**config.mk**
```make
export PLATFORM = sky130hd
export DESIGN_NAME = cal_cmd_ctrl_flat
export DESIGN_NICKNAME = d
export VERILOG_FILES = /design/src/design/cal_inj_pkg.sv /design/src/design/cal_link_if.sv /design/src/design/cal_cmd_ctrl.sv /design/src/flat_wrapper.sv
export SDC_FILE = /design/constraint.sdc
export NUM_CORES = 1
export LEC_CHECK = 0
export BUFFER_PORTS_ARGS = -buffer_cell sky130_fd_sc_hd__buf_2
export CELL_PAD_IN_SITES_DETAIL_PLACEMENT = 1
export CELL_PAD_IN_SITES_GLOBAL_PLACEMENT = 2
export CORE_MARGIN = 2
export CORE_UTILIZATION = 33
export CTS_CLUSTER_DIAMETER = 60
export DETAILED_ROUTE_END_ITERATION = 12
export GPL_TIMING_DRIVEN = 0
export HOLD_SLACK_MARGIN = 0.1
export PLACE_DENSITY = 0.85
export SLEW_MARGIN = 5
export SYNTH_ARGS = -nofsm -noshare
export SYNTH_HDL_FRONTEND = slang
export SYNTH_SLANG_ARGS = --single-unit
export TNS_END_PERCENT = 5
```
**constraint.sdc**
```tcl
create_clock -name ref_clk -period 12.3 [get_ports ref_clk]
set_input_delay 1.23 -clock ref_clk [delete_from_list [all_inputs] [get_ports ref_clk]]
set_output_delay 1.23 -clock ref_clk [all_outputs]
set_load 0.01 [all_outputs]
```
**src/design/cal_inj_pkg.sv**
```systemverilog
// Shared constants for the calibration injection controller and pixel array
package cal_inj_pkg;
    // ==========================================================
    // Clock and timing
    localparam int CLK_PERIOD_NS = 10;   // ref_clk period
    localparam int STROBE_SKEW_NS = 2;   // Strobe arrival window
    // Longest time rounds down, never below one cycle
    localparam int STROBE_SKEW_CYC = (STROBE_SKEW_NS / CLK_PERIOD_NS) < 1 ?
        1 : (STROBE_SKEW_NS / CLK_PERIOD_NS);
    // ==========================================================
    // Array geometry and widths
    localparam int PIX_ROWS = 8;         // Rows in the array
    localparam int PIX_COLS = 8;         // Columns in the array
    localparam int ROW_W = 3;            // Row coordinate width
    localparam int COL_W = 3;            // Column coordinate width
    localparam int FINE_W = 3;           // Fine phase select width
    localparam int FINE_TAPS = (1 << FINE_W) - 1;  // Delay stages
    localparam int DLY_W = 8;            // Coarse delay field width
    localparam int CNT_W = DLY_W + 1;    // Sequencer counter width
    // ==========================================================
    // Register port
    localparam int ADDR_W = 8;
    localparam int DATA_W = 32;
    localparam logic [ADDR_W-1:0] REG_CTRL_OFS = 8'h00;
    localparam logic [ADDR_W-1:0] REG_CMD_OFS = 8'h04;
    localparam logic [ADDR_W-1:0] REG_PIX_OFS = 8'h08;
    localparam logic [ADDR_W-1:0] REG_STAT_OFS = 8'h0C;
    localparam logic [DATA_W-1:0] REG_ZERO = 32'h0;
    // Control register fields
    localparam int CTRL_DIG_BIT = 0;     // 1 = digital injection
    localparam int CTRL_ALT_BIT = 1;     // 1 = alternating assignment
    localparam int CTRL_FINE_LSB = 2;    // Fine phase select
    // Command register fields
    localparam int CMD_MODE_BIT = 0;     // 0 = step, 1 = pulse
    localparam int CMD_EDLY_LSB = 1;     // Strobe delay
    localparam int CMD_DUR_LSB = 9;      // Pulse duration
    localparam int CMD_AUXV_BIT = 17;    // Auxiliary level value
    localparam int CMD_ADLY_LSB = 18;    // Auxiliary delay
    // Pixel enable register fields
    localparam int PIX_EN_BIT = 0;
    localparam int PIX_COL_LSB = 8;
    localparam int PIX_ROW_LSB = 16;
    // Status register fields
    localparam int STAT_BUSY_BIT = 0;
    localparam int STAT_EDGE_BIT = 1;
    localparam int STAT_AUX_BIT = 2;
    // ==========================================================
    // Sequencer states
    typedef enum logic {SEQ_IDLE, SEQ_RUN} seq_state_t;
endpackage

```
**src/design/cal_link_if.sv**
```systemverilog
// Distribution link from the command decoder to the pixel array
interface cal_link_if;
    import cal_inj_pkg::*;
    // ==========================================================
    // Distributed signals
    logic calStrobe;                 // Timed calibration strobe
    logic calAux;                    // Auxiliary level, loose timing
    logic digitalSel;                // 1 = digital, 0 = analog
    logic altMode;                   // Analog assignment mode
    logic [FINE_W-1:0] fineDelay;    // Global fine phase select
    logic pixWr;                     // Pixel enable write pulse
    logic [ROW_W-1:0] pixRow;        // Target row
    logic [COL_W-1:0] pixCol;        // Target column
    logic pixEn;                     // Enable value to store
    // ==========================================================
    // Decoder side drives, array side listens
    modport ctrl (output calStrobe, output calAux, output digitalSel,
        output altMode, output fineDelay, output pixWr, output pixRow,
        output pixCol, output pixEn);
    modport pix (input calStrobe, input calAux, input digitalSel,
        input altMode, input fineDelay, input pixWr, input pixRow,
        input pixCol, input pixEn);
endinterface

```
**src/design/cal_cmd_ctrl.sv**
```systemverilog
// Command decoder end: calibration strobe and aux sequencer
module cal_cmd_ctrl (
    input wire logic ref_clk,
    input wire logic rst,
    input wire logic [cal_inj_pkg::ADDR_W-1:0] regAddr,
    input wire logic [cal_inj_pkg::DATA_W-1:0] regWdata,
    input wire logic regWr,
    input wire logic regRd,
    output logic [cal_inj_pkg::DATA_W-1:0] regRdata,
    cal_link_if.ctrl link
);
    import cal_inj_pkg::*;

    // ==========================================================
    // Configuration registers
    logic digitalSel_q;                   // Injection type
    logic altMode_q;                      // Assignment mode
    logic [FINE_W-1:0] fineDelay_q;       // Fine phase select
    logic ctrlWr;                         // Control register write
    logic cmdWr;                          // Command register write
    logic pixWrReq;                       // Pixel enable write

    assign ctrlWr = regWr && (regAddr == REG_CTRL_OFS);
    assign cmdWr = regWr && (regAddr == REG_CMD_OFS);
    assign pixWrReq = regWr && (regAddr == REG_PIX_OFS);

    // Control register
    always_ff @(posedge ref_clk) begin
        if (rst) begin
            digitalSel_q <= 1'b0;
            altMode_q <= 1'b0;
            fineDelay_q <= '0;
        end else if (ctrlWr) begin
            digitalSel_q <= regWdata[CTRL_DIG_BIT];
            altMode_q <= regWdata[CTRL_ALT_BIT];
            fineDelay_q <= regWdata[CTRL_FINE_LSB +: FINE_W];
        end
    end

    // ==========================================================
    // Pixel enable write forwarding, one pulse per bus write
    logic pixWr_q;
    logic [ROW_W-1:0] pixRow_q;
    logic [COL_W-1:0] pixCol_q;
    logic pixEn_q;

    // Pulse and payload toward the array
    always_ff @(posedge ref_clk) begin
        if (rst) begin
            pixWr_q <= 1'b0;
            pixRow_q <= '0;
            pixCol_q <= '0;
            pixEn_q <= 1'b0;
        end else begin
            pixWr_q <= pixWrReq;
            if (pixWrReq) begin
                pixRow_q <= regWdata[PIX_ROW_LSB +: ROW_W];
                pixCol_q <= regWdata[PIX_COL_LSB +: COL_W];
                pixEn_q <= regWdata[PIX_EN_BIT];
            end
        end
    end

    // ==========================================================
    // Command sequencer
    // A command written while one runs is dropped; software polls
    // the busy bit, which keeps the sequencer free of queueing.
    seq_state_t state_q;
    logic [CNT_W-1:0] cnt_q;              // Cycles since start
    logic cmdPulse_q;                     // 1 = pulse, 0 = step
    logic [DLY_W-1:0] edgeDly_q;
    logic [DLY_W-1:0] dur_q;
    logic auxVal_q;
    logic [DLY_W-1:0] auxDly_q;
    logic strobe_q;
    logic aux_q;
    logic [CNT_W-1:0] edgeAt;             // Strobe rise count
    logic [CNT_W-1:0] offAt;              // Pulse fall count
    logic [CNT_W-1:0] auxAt;              // Aux update count
    logic [CNT_W-1:0] lastAt;             // Last event count

    // Event positions
    always_comb begin
        edgeAt = {1'b0, edgeDly_q};
        offAt = edgeAt + {1'b0, dur_q};
        auxAt = {1'b0, auxDly_q};
        lastAt = (offAt > auxAt) ? offAt : auxAt;
    end

    // State and counter
    always_ff @(posedge ref_clk) begin
        if (rst) begin
            state_q <= SEQ_IDLE;
            cnt_q <= '0;
        end else begin
            unique case (state_q)
                SEQ_IDLE: begin
                    cnt_q <= '0;
                    if (cmdWr) begin
                        state_q <= SEQ_RUN;
                    end
                end
                SEQ_RUN: begin
                    cnt_q <= cnt_q + 1'b1;
                    if (cnt_q >= lastAt) begin
                        state_q <= SEQ_IDLE;
                    end
                end
            endcase
        end
    end

    // Command fields, latched only when idle
    always_ff @(posedge ref_clk) begin
        if (rst) begin
            cmdPulse_q <= 1'b0;
            edgeDly_q <= '0;
            dur_q <= '0;
            auxVal_q <= 1'b0;
            auxDly_q <= '0;
        end else if (cmdWr && state_q == SEQ_IDLE) begin
            cmdPulse_q <= regWdata[CMD_MODE_BIT];
            edgeDly_q <= regWdata[CMD_EDLY_LSB +: DLY_W];
            dur_q <= regWdata[CMD_DUR_LSB +: DLY_W];
            auxVal_q <= regWdata[CMD_AUXV_BIT];
            auxDly_q <= regWdata[CMD_ADLY_LSB +: DLY_W];
        end
    end

    // Strobe: step only rises, pulse falls after the duration
    // With zero duration the fall wins, which is how priming works.
    always_ff @(posedge ref_clk) begin
        if (rst) begin
            strobe_q <= 1'b0;
        end else if (state_q == SEQ_RUN) begin
            if (cmdPulse_q && cnt_q == offAt) begin
                strobe_q <= 1'b0;
            end else if (cnt_q == edgeAt) begin
                strobe_q <= 1'b1;
            end
        end
    end

    // Aux level takes the command value after its own delay
    // Software orders the aux delay after the strobe rise.
    always_ff @(posedge ref_clk) begin
        if (rst) begin
            aux_q <= 1'b0;
        end else if (state_q == SEQ_RUN && cnt_q == auxAt) begin
            aux_q <= auxVal_q;
        end
    end

    // ==========================================================
    // Read data, valid only in the cycle after the strobe
    always_ff @(posedge ref_clk) begin
        if (rst) begin
            regRdata <= REG_ZERO;
        end else begin
            regRdata <= REG_ZERO;
            if (regRd) begin
                unique case (regAddr)
                    REG_CTRL_OFS: begin
                        regRdata[CTRL_DIG_BIT] <= digitalSel_q;
                        regRdata[CTRL_ALT_BIT] <= altMode_q;
                        regRdata[CTRL_FINE_LSB +: FINE_W] <= fineDelay_q;
                    end
                    REG_STAT_OFS: begin
                        regRdata[STAT_BUSY_BIT] <= (state_q == SEQ_RUN);
                        regRdata[STAT_EDGE_BIT] <= strobe_q;
                        regRdata[STAT_AUX_BIT] <= aux_q;
                    end
                    // Unmapped and write-only offsets read zero
                    default: begin
                        regRdata <= REG_ZERO;
                    end
                endcase
            end
        end
    end

    // ==========================================================
    // Link drive
    assign link.calStrobe = strobe_q;
    assign link.calAux = aux_q;
    assign link.digitalSel = digitalSel_q;
    assign link.altMode = altMode_q;
    assign link.fineDelay = fineDelay_q;
    assign link.pixWr = pixWr_q;
    assign link.pixRow = pixRow_q;
    assign link.pixCol = pixCol_q;
    assign link.pixEn = pixEn_q;
endmodule

```
**src/flat_wrapper.sv**
```systemverilog
// flat-port wrapper written by rule: the top's interface ports become plain ports
module cal_cmd_ctrl_flat import cal_inj_pkg::*;
  (ref_clk, rst, regAddr, regWdata, regWr, regRd, regRdata, link_calStrobe, link_calAux, link_digitalSel, link_altMode, link_fineDelay, link_pixWr, link_pixRow, link_pixCol, link_pixEn);
  cal_link_if link_i ();
  input wire logic ref_clk;
  input wire logic rst;
  input wire logic [cal_inj_pkg::ADDR_W-1:0] regAddr;
  input wire logic [cal_inj_pkg::DATA_W-1:0] regWdata;
  input wire logic regWr;
  input wire logic regRd;
  output logic [cal_inj_pkg::DATA_W-1:0] regRdata;
  output wire logic [$bits(link_i.calStrobe)-1:0] link_calStrobe;
  output wire logic [$bits(link_i.calAux)-1:0] link_calAux;
  output wire logic [$bits(link_i.digitalSel)-1:0] link_digitalSel;
  output wire logic [$bits(link_i.altMode)-1:0] link_altMode;
  output wire logic [$bits(link_i.fineDelay)-1:0] link_fineDelay;
  output wire logic [$bits(link_i.pixWr)-1:0] link_pixWr;
  output wire logic [$bits(link_i.pixRow)-1:0] link_pixRow;
  output wire logic [$bits(link_i.pixCol)-1:0] link_pixCol;
  output wire logic [$bits(link_i.pixEn)-1:0] link_pixEn;
  assign link_calStrobe = link_i.calStrobe;
  assign link_calAux = link_i.calAux;
  assign link_digitalSel = link_i.digitalSel;
  assign link_altMode = link_i.altMode;
  assign link_fineDelay = link_i.fineDelay;
  assign link_pixWr = link_i.pixWr;
  assign link_pixRow = link_i.pixRow;
  assign link_pixCol = link_i.pixCol;
  assign link_pixEn = link_i.pixEn;
  cal_cmd_ctrl u_core (.ref_clk(ref_clk), .rst(rst), .regAddr(regAddr), .regWdata(regWdata), .regWr(regWr), .regRd(regRd), .regRdata(regRdata), .link(link_i));
endmodule
```
After elaboration in Yosys (flattened, before gate mapping)
Index checks and enable logic that the tools add are counted.
{"block": "word_totals", "reg_bits": 83, "input_bits": 44, "output_inout_bits": 47, "elab_cells": 51}
{"block": "op_classes", "add_sub_neg": 2, "magnitude_cmp": 2, "n_eq_ne": 6, "mux": 8, "n_bitwise": 3, "reduce_logical": 11}
{"cell": "$eq A9 B8 Y1", "count": 2}
{"cell": "$pmux W9 S2", "count": 1}
{"cell": "$eq A8 B4 Y1 const B", "count": 2}
{"cell": "$add A8 B8 Y9", "count": 1}
{"cell": "$add A9 B1 Y9 const B", "count": 1}
{"cell": "$eq A9 B9 Y1", "count": 1}
{"cell": "$ge A9 B9 Y1", "count": 1}
{"cell": "$gt A9 B8 Y1", "count": 1}
{"cell": "$mux W9", "count": 1}
{"cell": "$eq A8 B3 Y1 const B", "count": 1}
{"cell": "$logic_not A8 Y1", "count": 1}
{"cell": "$logic_and A1 B1 Y1", "count": 6}
{"cell": "$pmux W3 S2", "count": 1}
{"cell": "$mux W1", "count": 4}
{"cell": "$not A1 Y1", "count": 3}
{"cell": "$reduce_or A3 Y1", "count": 1}
{"cell": "$pmux W1 S2", "count": 1}
{"cell": "$reduce_and A2 Y1", "count": 1}
{"cell": "$reduce_bool A2 Y1", "count": 1}
{"cell": "$reduce_or A2 Y1", "count": 1}

Longest topological paths before layout
{"block": "depth", "depth_word": 6, "ltp_mapped": 22, "mapped_depth_nobuf": 22}

Least setup slack after synthesis
OpenSTA, ideal clock, no wires.
{"block": "synth_timing", "path_kind": "register to register", "start": "register u_core.edgeDly_q[0]", "end": "register u_core.state_q", "setup_time_ns": 0.087, "t_arrival_ns": 3.936, "required_time_ns": 12.213, "setup_slack_ns": 8.277, "stages_incl_launch_ff": 23, "path_buffers": 0, "period_less_slack_ns": 4.023, "cell_sequence": "dfxtp_1 ha_1 inv_1 fa_1 nor2b_1 o211ai_2 nand2_1 a21oi_1 xnor2_1 ha_1 nand3_1 nor2_1 nand2_1 o21ai_0 o31ai_4 mux2_2 ha_1 nand2b_1 a21oi_1 nor2b_1 o21ai_0 a21oi_1 o31ai_1"}
{"block": "synth_between", "elab_chain_cells": 6}
{"element": "start: declaration", "line_no": "cal_cmd_ctrl.sv:71", "text": "logic [DLY_W-1:0] edgeDly_q;"}
{"element": "start signal: assignment", "line_no": "cal_cmd_ctrl.sv:123", "text": "edgeDly_q <= regWdata[CMD_EDLY_LSB +: DLY_W];"}
{"element": "$add A8 B8 Y9 *", "line_no": "cal_cmd_ctrl.sv:85", "text": "offAt = edgeAt + {1'b0, dur_q};"}
{"element": "$gt A9 B8 Y1", "line_no": "cal_cmd_ctrl.sv:87", "text": "lastAt = (offAt > auxAt) ? offAt : auxAt;"}
{"element": "$mux W9 *", "line_no": "cal_cmd_ctrl.sv:87"}
{"element": "$ge A9 B9 Y1 *", "line_no": "cal_cmd_ctrl.sv:105", "text": "if (cnt_q >= lastAt) begin"}
{"element": "$mux W1 *", "line_no": "cal_cmd_ctrl.sv:105"}
{"element": "$pmux W1 S2 *", "line_no": "cal_cmd_ctrl.sv:96", "text": "unique case (state_q)"}
{"element": "end signal: assignment", "line_no": "cal_cmd_ctrl.sv:93", "text": "state_q <= SEQ_IDLE;"}
{"element": "end signal: assignment", "line_no": "cal_cmd_ctrl.sv:100", "text": "state_q <= SEQ_RUN;"}
{"element": "end signal: assignment", "line_no": "cal_cmd_ctrl.sv:106", "text": "state_q <= SEQ_IDLE;"}
{"element": "end: declaration", "line_no": "cal_cmd_ctrl.sv:68", "text": "seq_state_t state_q;"}
Mark *: on every way between the ends. The rest lies on a longest branch, timed or not.
A chain may end at the register's enable or synchronous reset.

Final worst setup path
Ends and elaborated chain as after synthesis.

==> run_results.csv <==
group,metric,value,unit
run_status,status,"finished, final reports clean",
synth,synth_top_area_share,30.9,%
detailed_routing,routedWlPerCell,14.8,um
pwr,power.switching,75.6,uW
worst_setup_path,ff2ff_path_depth,22,
sta,setup_viol,0,
floorplan,io_pins,91,
sta,period_needed,4.71,ns
cts,cts_resized,0,
finish,diodes,0,
cts,cts_tree,"built",
grt,grt_max_degree,17,
grt,antenna_found_initial,0,
detailed_routing,drtIter0Drc,65,
detailed_routing,ant_nets,0,
sta,timing.setup.tns,0,ns
placement,finalWeightedCongestion,0.851,
detailed_routing,vias_per_cell,4.71,
detailed_routing,num_vias,3125,
cts,cts_hold_buf,0,
worst_setup_path,startpoint,"u_core.edgeDly_q[0]$_SDFFE_PP0P_",
worst_setup_path,crit_slowest_cell,"o31ai_4",
floorplan,core,0.0108,mm2
synth,syn_avg_cell_area,8.33,um2
floorplan,row_count,38,
run,drv_cap,0,
detailed_routing,drc,0,
finish,final_cell_mix,"65 x buf_2, 63 x nand2_1, 56 x dfxtp_1, 43 x a21oi_1, 41 x nor2_1",
grt,grt_pass1_vias,3134,
worst_setup_path,reg2reg_from,"u_core.edgeDly_q[0]$_SDFFE_PP0P_",
finish,final_util,39.9,%
pwr,pwr-share-clk,40.9,%
grt,grt_pass1_wl,15900,um
sta,rsz0062_at_grt,"no",
synth,ys.warnings.count,0,
worst_setup_path,start_kind,"flop",
worst_setup_path,crit_fanout,8,
synth,synth_edf_count,0,
worst_setup_path,critPathMaxStageDelay,0.58,ns
cts,postCtsSetupBuffers,0,
synth,synthDistinctLibCells,57,
detailed_routing,routed_wl,9840,um
grt,globalRouteOverflowTotal,0,
hold_path,hp-start,"u_core.auxVal_q$_SDFFE_PP0P_",
sta,fin_crit_sh,38.3,%
worst_setup_path,path_delay_family,"compound AO/OA/AOI/OAI gates",
synth,synth_area,0.00362,mm2
sta,slew-limit-headroom,52.8,%
finish,layout-drive-gt1-share,22.5,%
hold_path,worstHoldEndpoint,"u_core.auxVal_q$_SDFFE_PP0P_",
synth,yosys.area.top_type,"dfxtp_1",
detailed_routing,drt_first_pass_iters,4,
sta,clock.fmax,212,MHz
pwr,power.share.combinational,7.1,%
placement,io_buffers,56,
pwr,p_sw_share,21.7,%
worst_setup_path,reg2reg_to,"u_core.state_q$_SDFF_PP0_",
pwr,leakage,0.00198,uW
pwr,ir_drop,0.0544,mV
worst_setup_path,cp_num_buf_inv,1,
cts,cts-root-buf,"clkbuf_8",
sta,slew_violations,0,
pwr,power_frac_seq,52.0,%
cts,cts_buffers,5,
synth,syn_inst,435,
cts,insertion_delay,0.31,ns
synth,ys.flop_type,"dfxtp_1",
synth,ys_seq_elements,56,
worst_setup_path,crit_type,"flop to flop",
grt,grt_use_total,17.3,%
cts,cts_max_path_buffers,2,
hold_path,hold_path.class,"flop to flop",
placement,dp_hpwl,8030,um
finish,syn_to_final_growth,18.8,%
sta,hold_viol,0,
synth,synthTopCellsByArea,"dfxtp_1 31%, ha_1 9.0%, nand2_1 6.5%",
worst_setup_path,critical_path_arrival,4.94,ns
floorplan,die_x,109,um
cts,clock_sinks,56,
sta,fin_skew,0.00702,ns
synth,yosysSeqAreaShare,30.9,%
worst_setup_path,reg2reg_slack,7.59,ns
finish,fin_nets,595,
cts,clk_pin_slew_worst_paths,0.10,ns
finish,final_common_cell,"buf_2",
pwr,pwr_density_cell,81.0,mW/mm2
hold_path,hold_path_depth,2,
worst_setup_path,path_cells,"ha_1 -> inv_1 -> fa_1 -> nor2b_1 -> o211ai_2 -> nand2_1 -> a21oi_1 -> xnor2_1 -> ha_1 -> nand3_1 -> nor2_1 -> nand2_1 -> o21ai_0 -> o31ai_4 -> mux2_2 -> ha_1 -> nand2b_1 -> a21oi_1 -> nor2b_1 -> o21ai_0 -> a21oi_1 -> o31ai_1",
floorplan,die_area,0.0118,mm2
worst_setup_path,critPathRequiredTime,12.53,ns
cts,htreeDepth,2,
synth,synthArstFlopShare,0,%
worst_setup_path,worst_setup_path_end_kind,"flop",
sta,tightest_slew,0.706,ns
floorplan,die_h,109,um
pwr,internal_power,273,uW
floorplan,start_util,33.6,%
flip-flops by register name, indices dropped and copies added (netlist names):
signal / flops
u_core.auxDly_q: 8
u_core.auxVal_q: 1
u_core.cmdPulse_q: 1
u_core.cnt_q: 9
u_core.dur_q: 8
u_core.edgeDly_q: 8
u_core.link.altMode: 1
u_core.link.calAux: 1
u_core.link.calStrobe: 1
u_core.link.digitalSel: 1
u_core.link.fineDelay: 3
u_core.link.pixCol: 3
u_core.link.pixEn: 1
u_core.link.pixRow: 3
u_core.link.pixWr: 1
u_core.regRdata: 5
u_core.state_q: 1
worst register-to-register path, stage by stage, from the launching register on:
cell,delay (ns)
dfxtp_1,0.38
ha_1,0.22
inv_1,0.07
fa_1,0.43
nor2b_1,0.17
o211ai_2,0.15
nand2_1,0.12
a21oi_1,0.08
xnor2_1,0.27
ha_1,0.32
nand3_1,0.10
nor2_1,0.04
nand2_1,0.06
o21ai_0,0.13
o31ai_4,0.58
mux2_2,0.40
ha_1,0.27
nand2b_1,0.15
a21oi_1,0.16
nor2b_1,0.07
o21ai_0,0.16
a21oi_1,0.11
o31ai_1,0.20
per-layer routing:
metal	share of wire, %	global-route usage [%]	wire length (um)	vias up
met5	0	0	0	-
met4	0.79	3.30	78	0
met3	3.9	2.81	384	6
met2	49	30.5	4800	63
met1	47	22.2	4580	1456
li1	-	-	-	1600
metrics by stage:
stage / area, um2 / hold WS [ns] / setup WS (ns) / total power, uW / std cells
2_1_floorplan: 3720 / 0.436 / 8.28 / 201 / 461
3_3_place_gp: 4180 / 0.443 / 7.71 / 210 / 657
3_5_place_dp: 4180 / 0.450 / 7.59 / 210 / 657
4_1_cts: 4310 / 0.465 / 7.52 / 352 / 664
5_1_grt: 4310 / 0.477 / 7.23 / 360 / 664
6_report: 4310 / 0.462 / 7.59 / 349 / 664
power groups by stage:
stage | Combinational, uW | Sequential, uW | Clock (uW)
global route | 27.4 | 182 | 151
detailed placement | 24.6 | 186 | 0
CTS | 24.6 | 182 | 146
global placement | 24.3 | 186 | 0
finish | 24.8 | 182 | 143
floorplan | 15.1 | 186 | 0
cell families (layout without fill, tap and decap cells):
| group | Yosys count | after routing | share of synthesized area [%] |
|---|---|---|---|
| xor+xnor | 34 | 34 | 8.22 |
| other cells | 1 | 27 | 0.103 |
| buf+inv | 68 | 131 | 11.0 |
| compound gates | 73 | 73 | 12.4 |
| simple gates | 152 | 152 | 21.0 |
| mux | 24 | 24 | 6.80 |
| fa+ha+maj | 27 | 27 | 9.53 |
| flops | 56 | 56 | 30.9 |
how the worst max path moves through the flow:
stage	end	slack (ns)	depth (start not counted)
after global placement	u_core.state_q$_SDFF_PP0_	7.71	22
final	u_core.state_q$_SDFF_PP0_	7.59	22
after detailed placement	u_core.state_q$_SDFF_PP0_	7.59	22
after CTS	u_core.state_q$_SDFF_PP0_	7.52	22
after floorplan	u_core.state_q$_SDFF_PP0_	8.28	22
after global routing	u_core.state_q$_SDFF_PP0_	7.23	22
synthesized netlist by cell type, drive strengths merged (2+ instances only):
cell type	count
clkbuf	11
o41ai	2
nand2	63
nand4	6
mux2i	22
a21oi	43
ha	26
nor4	5
nand4b	2
nand2b	4
buf	40
nor4b	2
nand3	11
or3	2
o31ai	2
a211oi	2
nor2	41
and3	2
inv	17
nor3	3
mux2	2
xnor2	18
dfxtp	56
xor2	16
nor2b	4
a31oi	2
o21ai	12
cell type report:
cell class	count	area [um2]
plain buffers	51	335
clock buffers	5	68.8
clock inverters	2	60.1
fillers	1326	6490
inverters	17	63.8
multi-input cells	337	2200
flip-flops and latches	56	1120
well taps	140	175
repair buffers	56	280
Power figures use the tool's default switching activity.
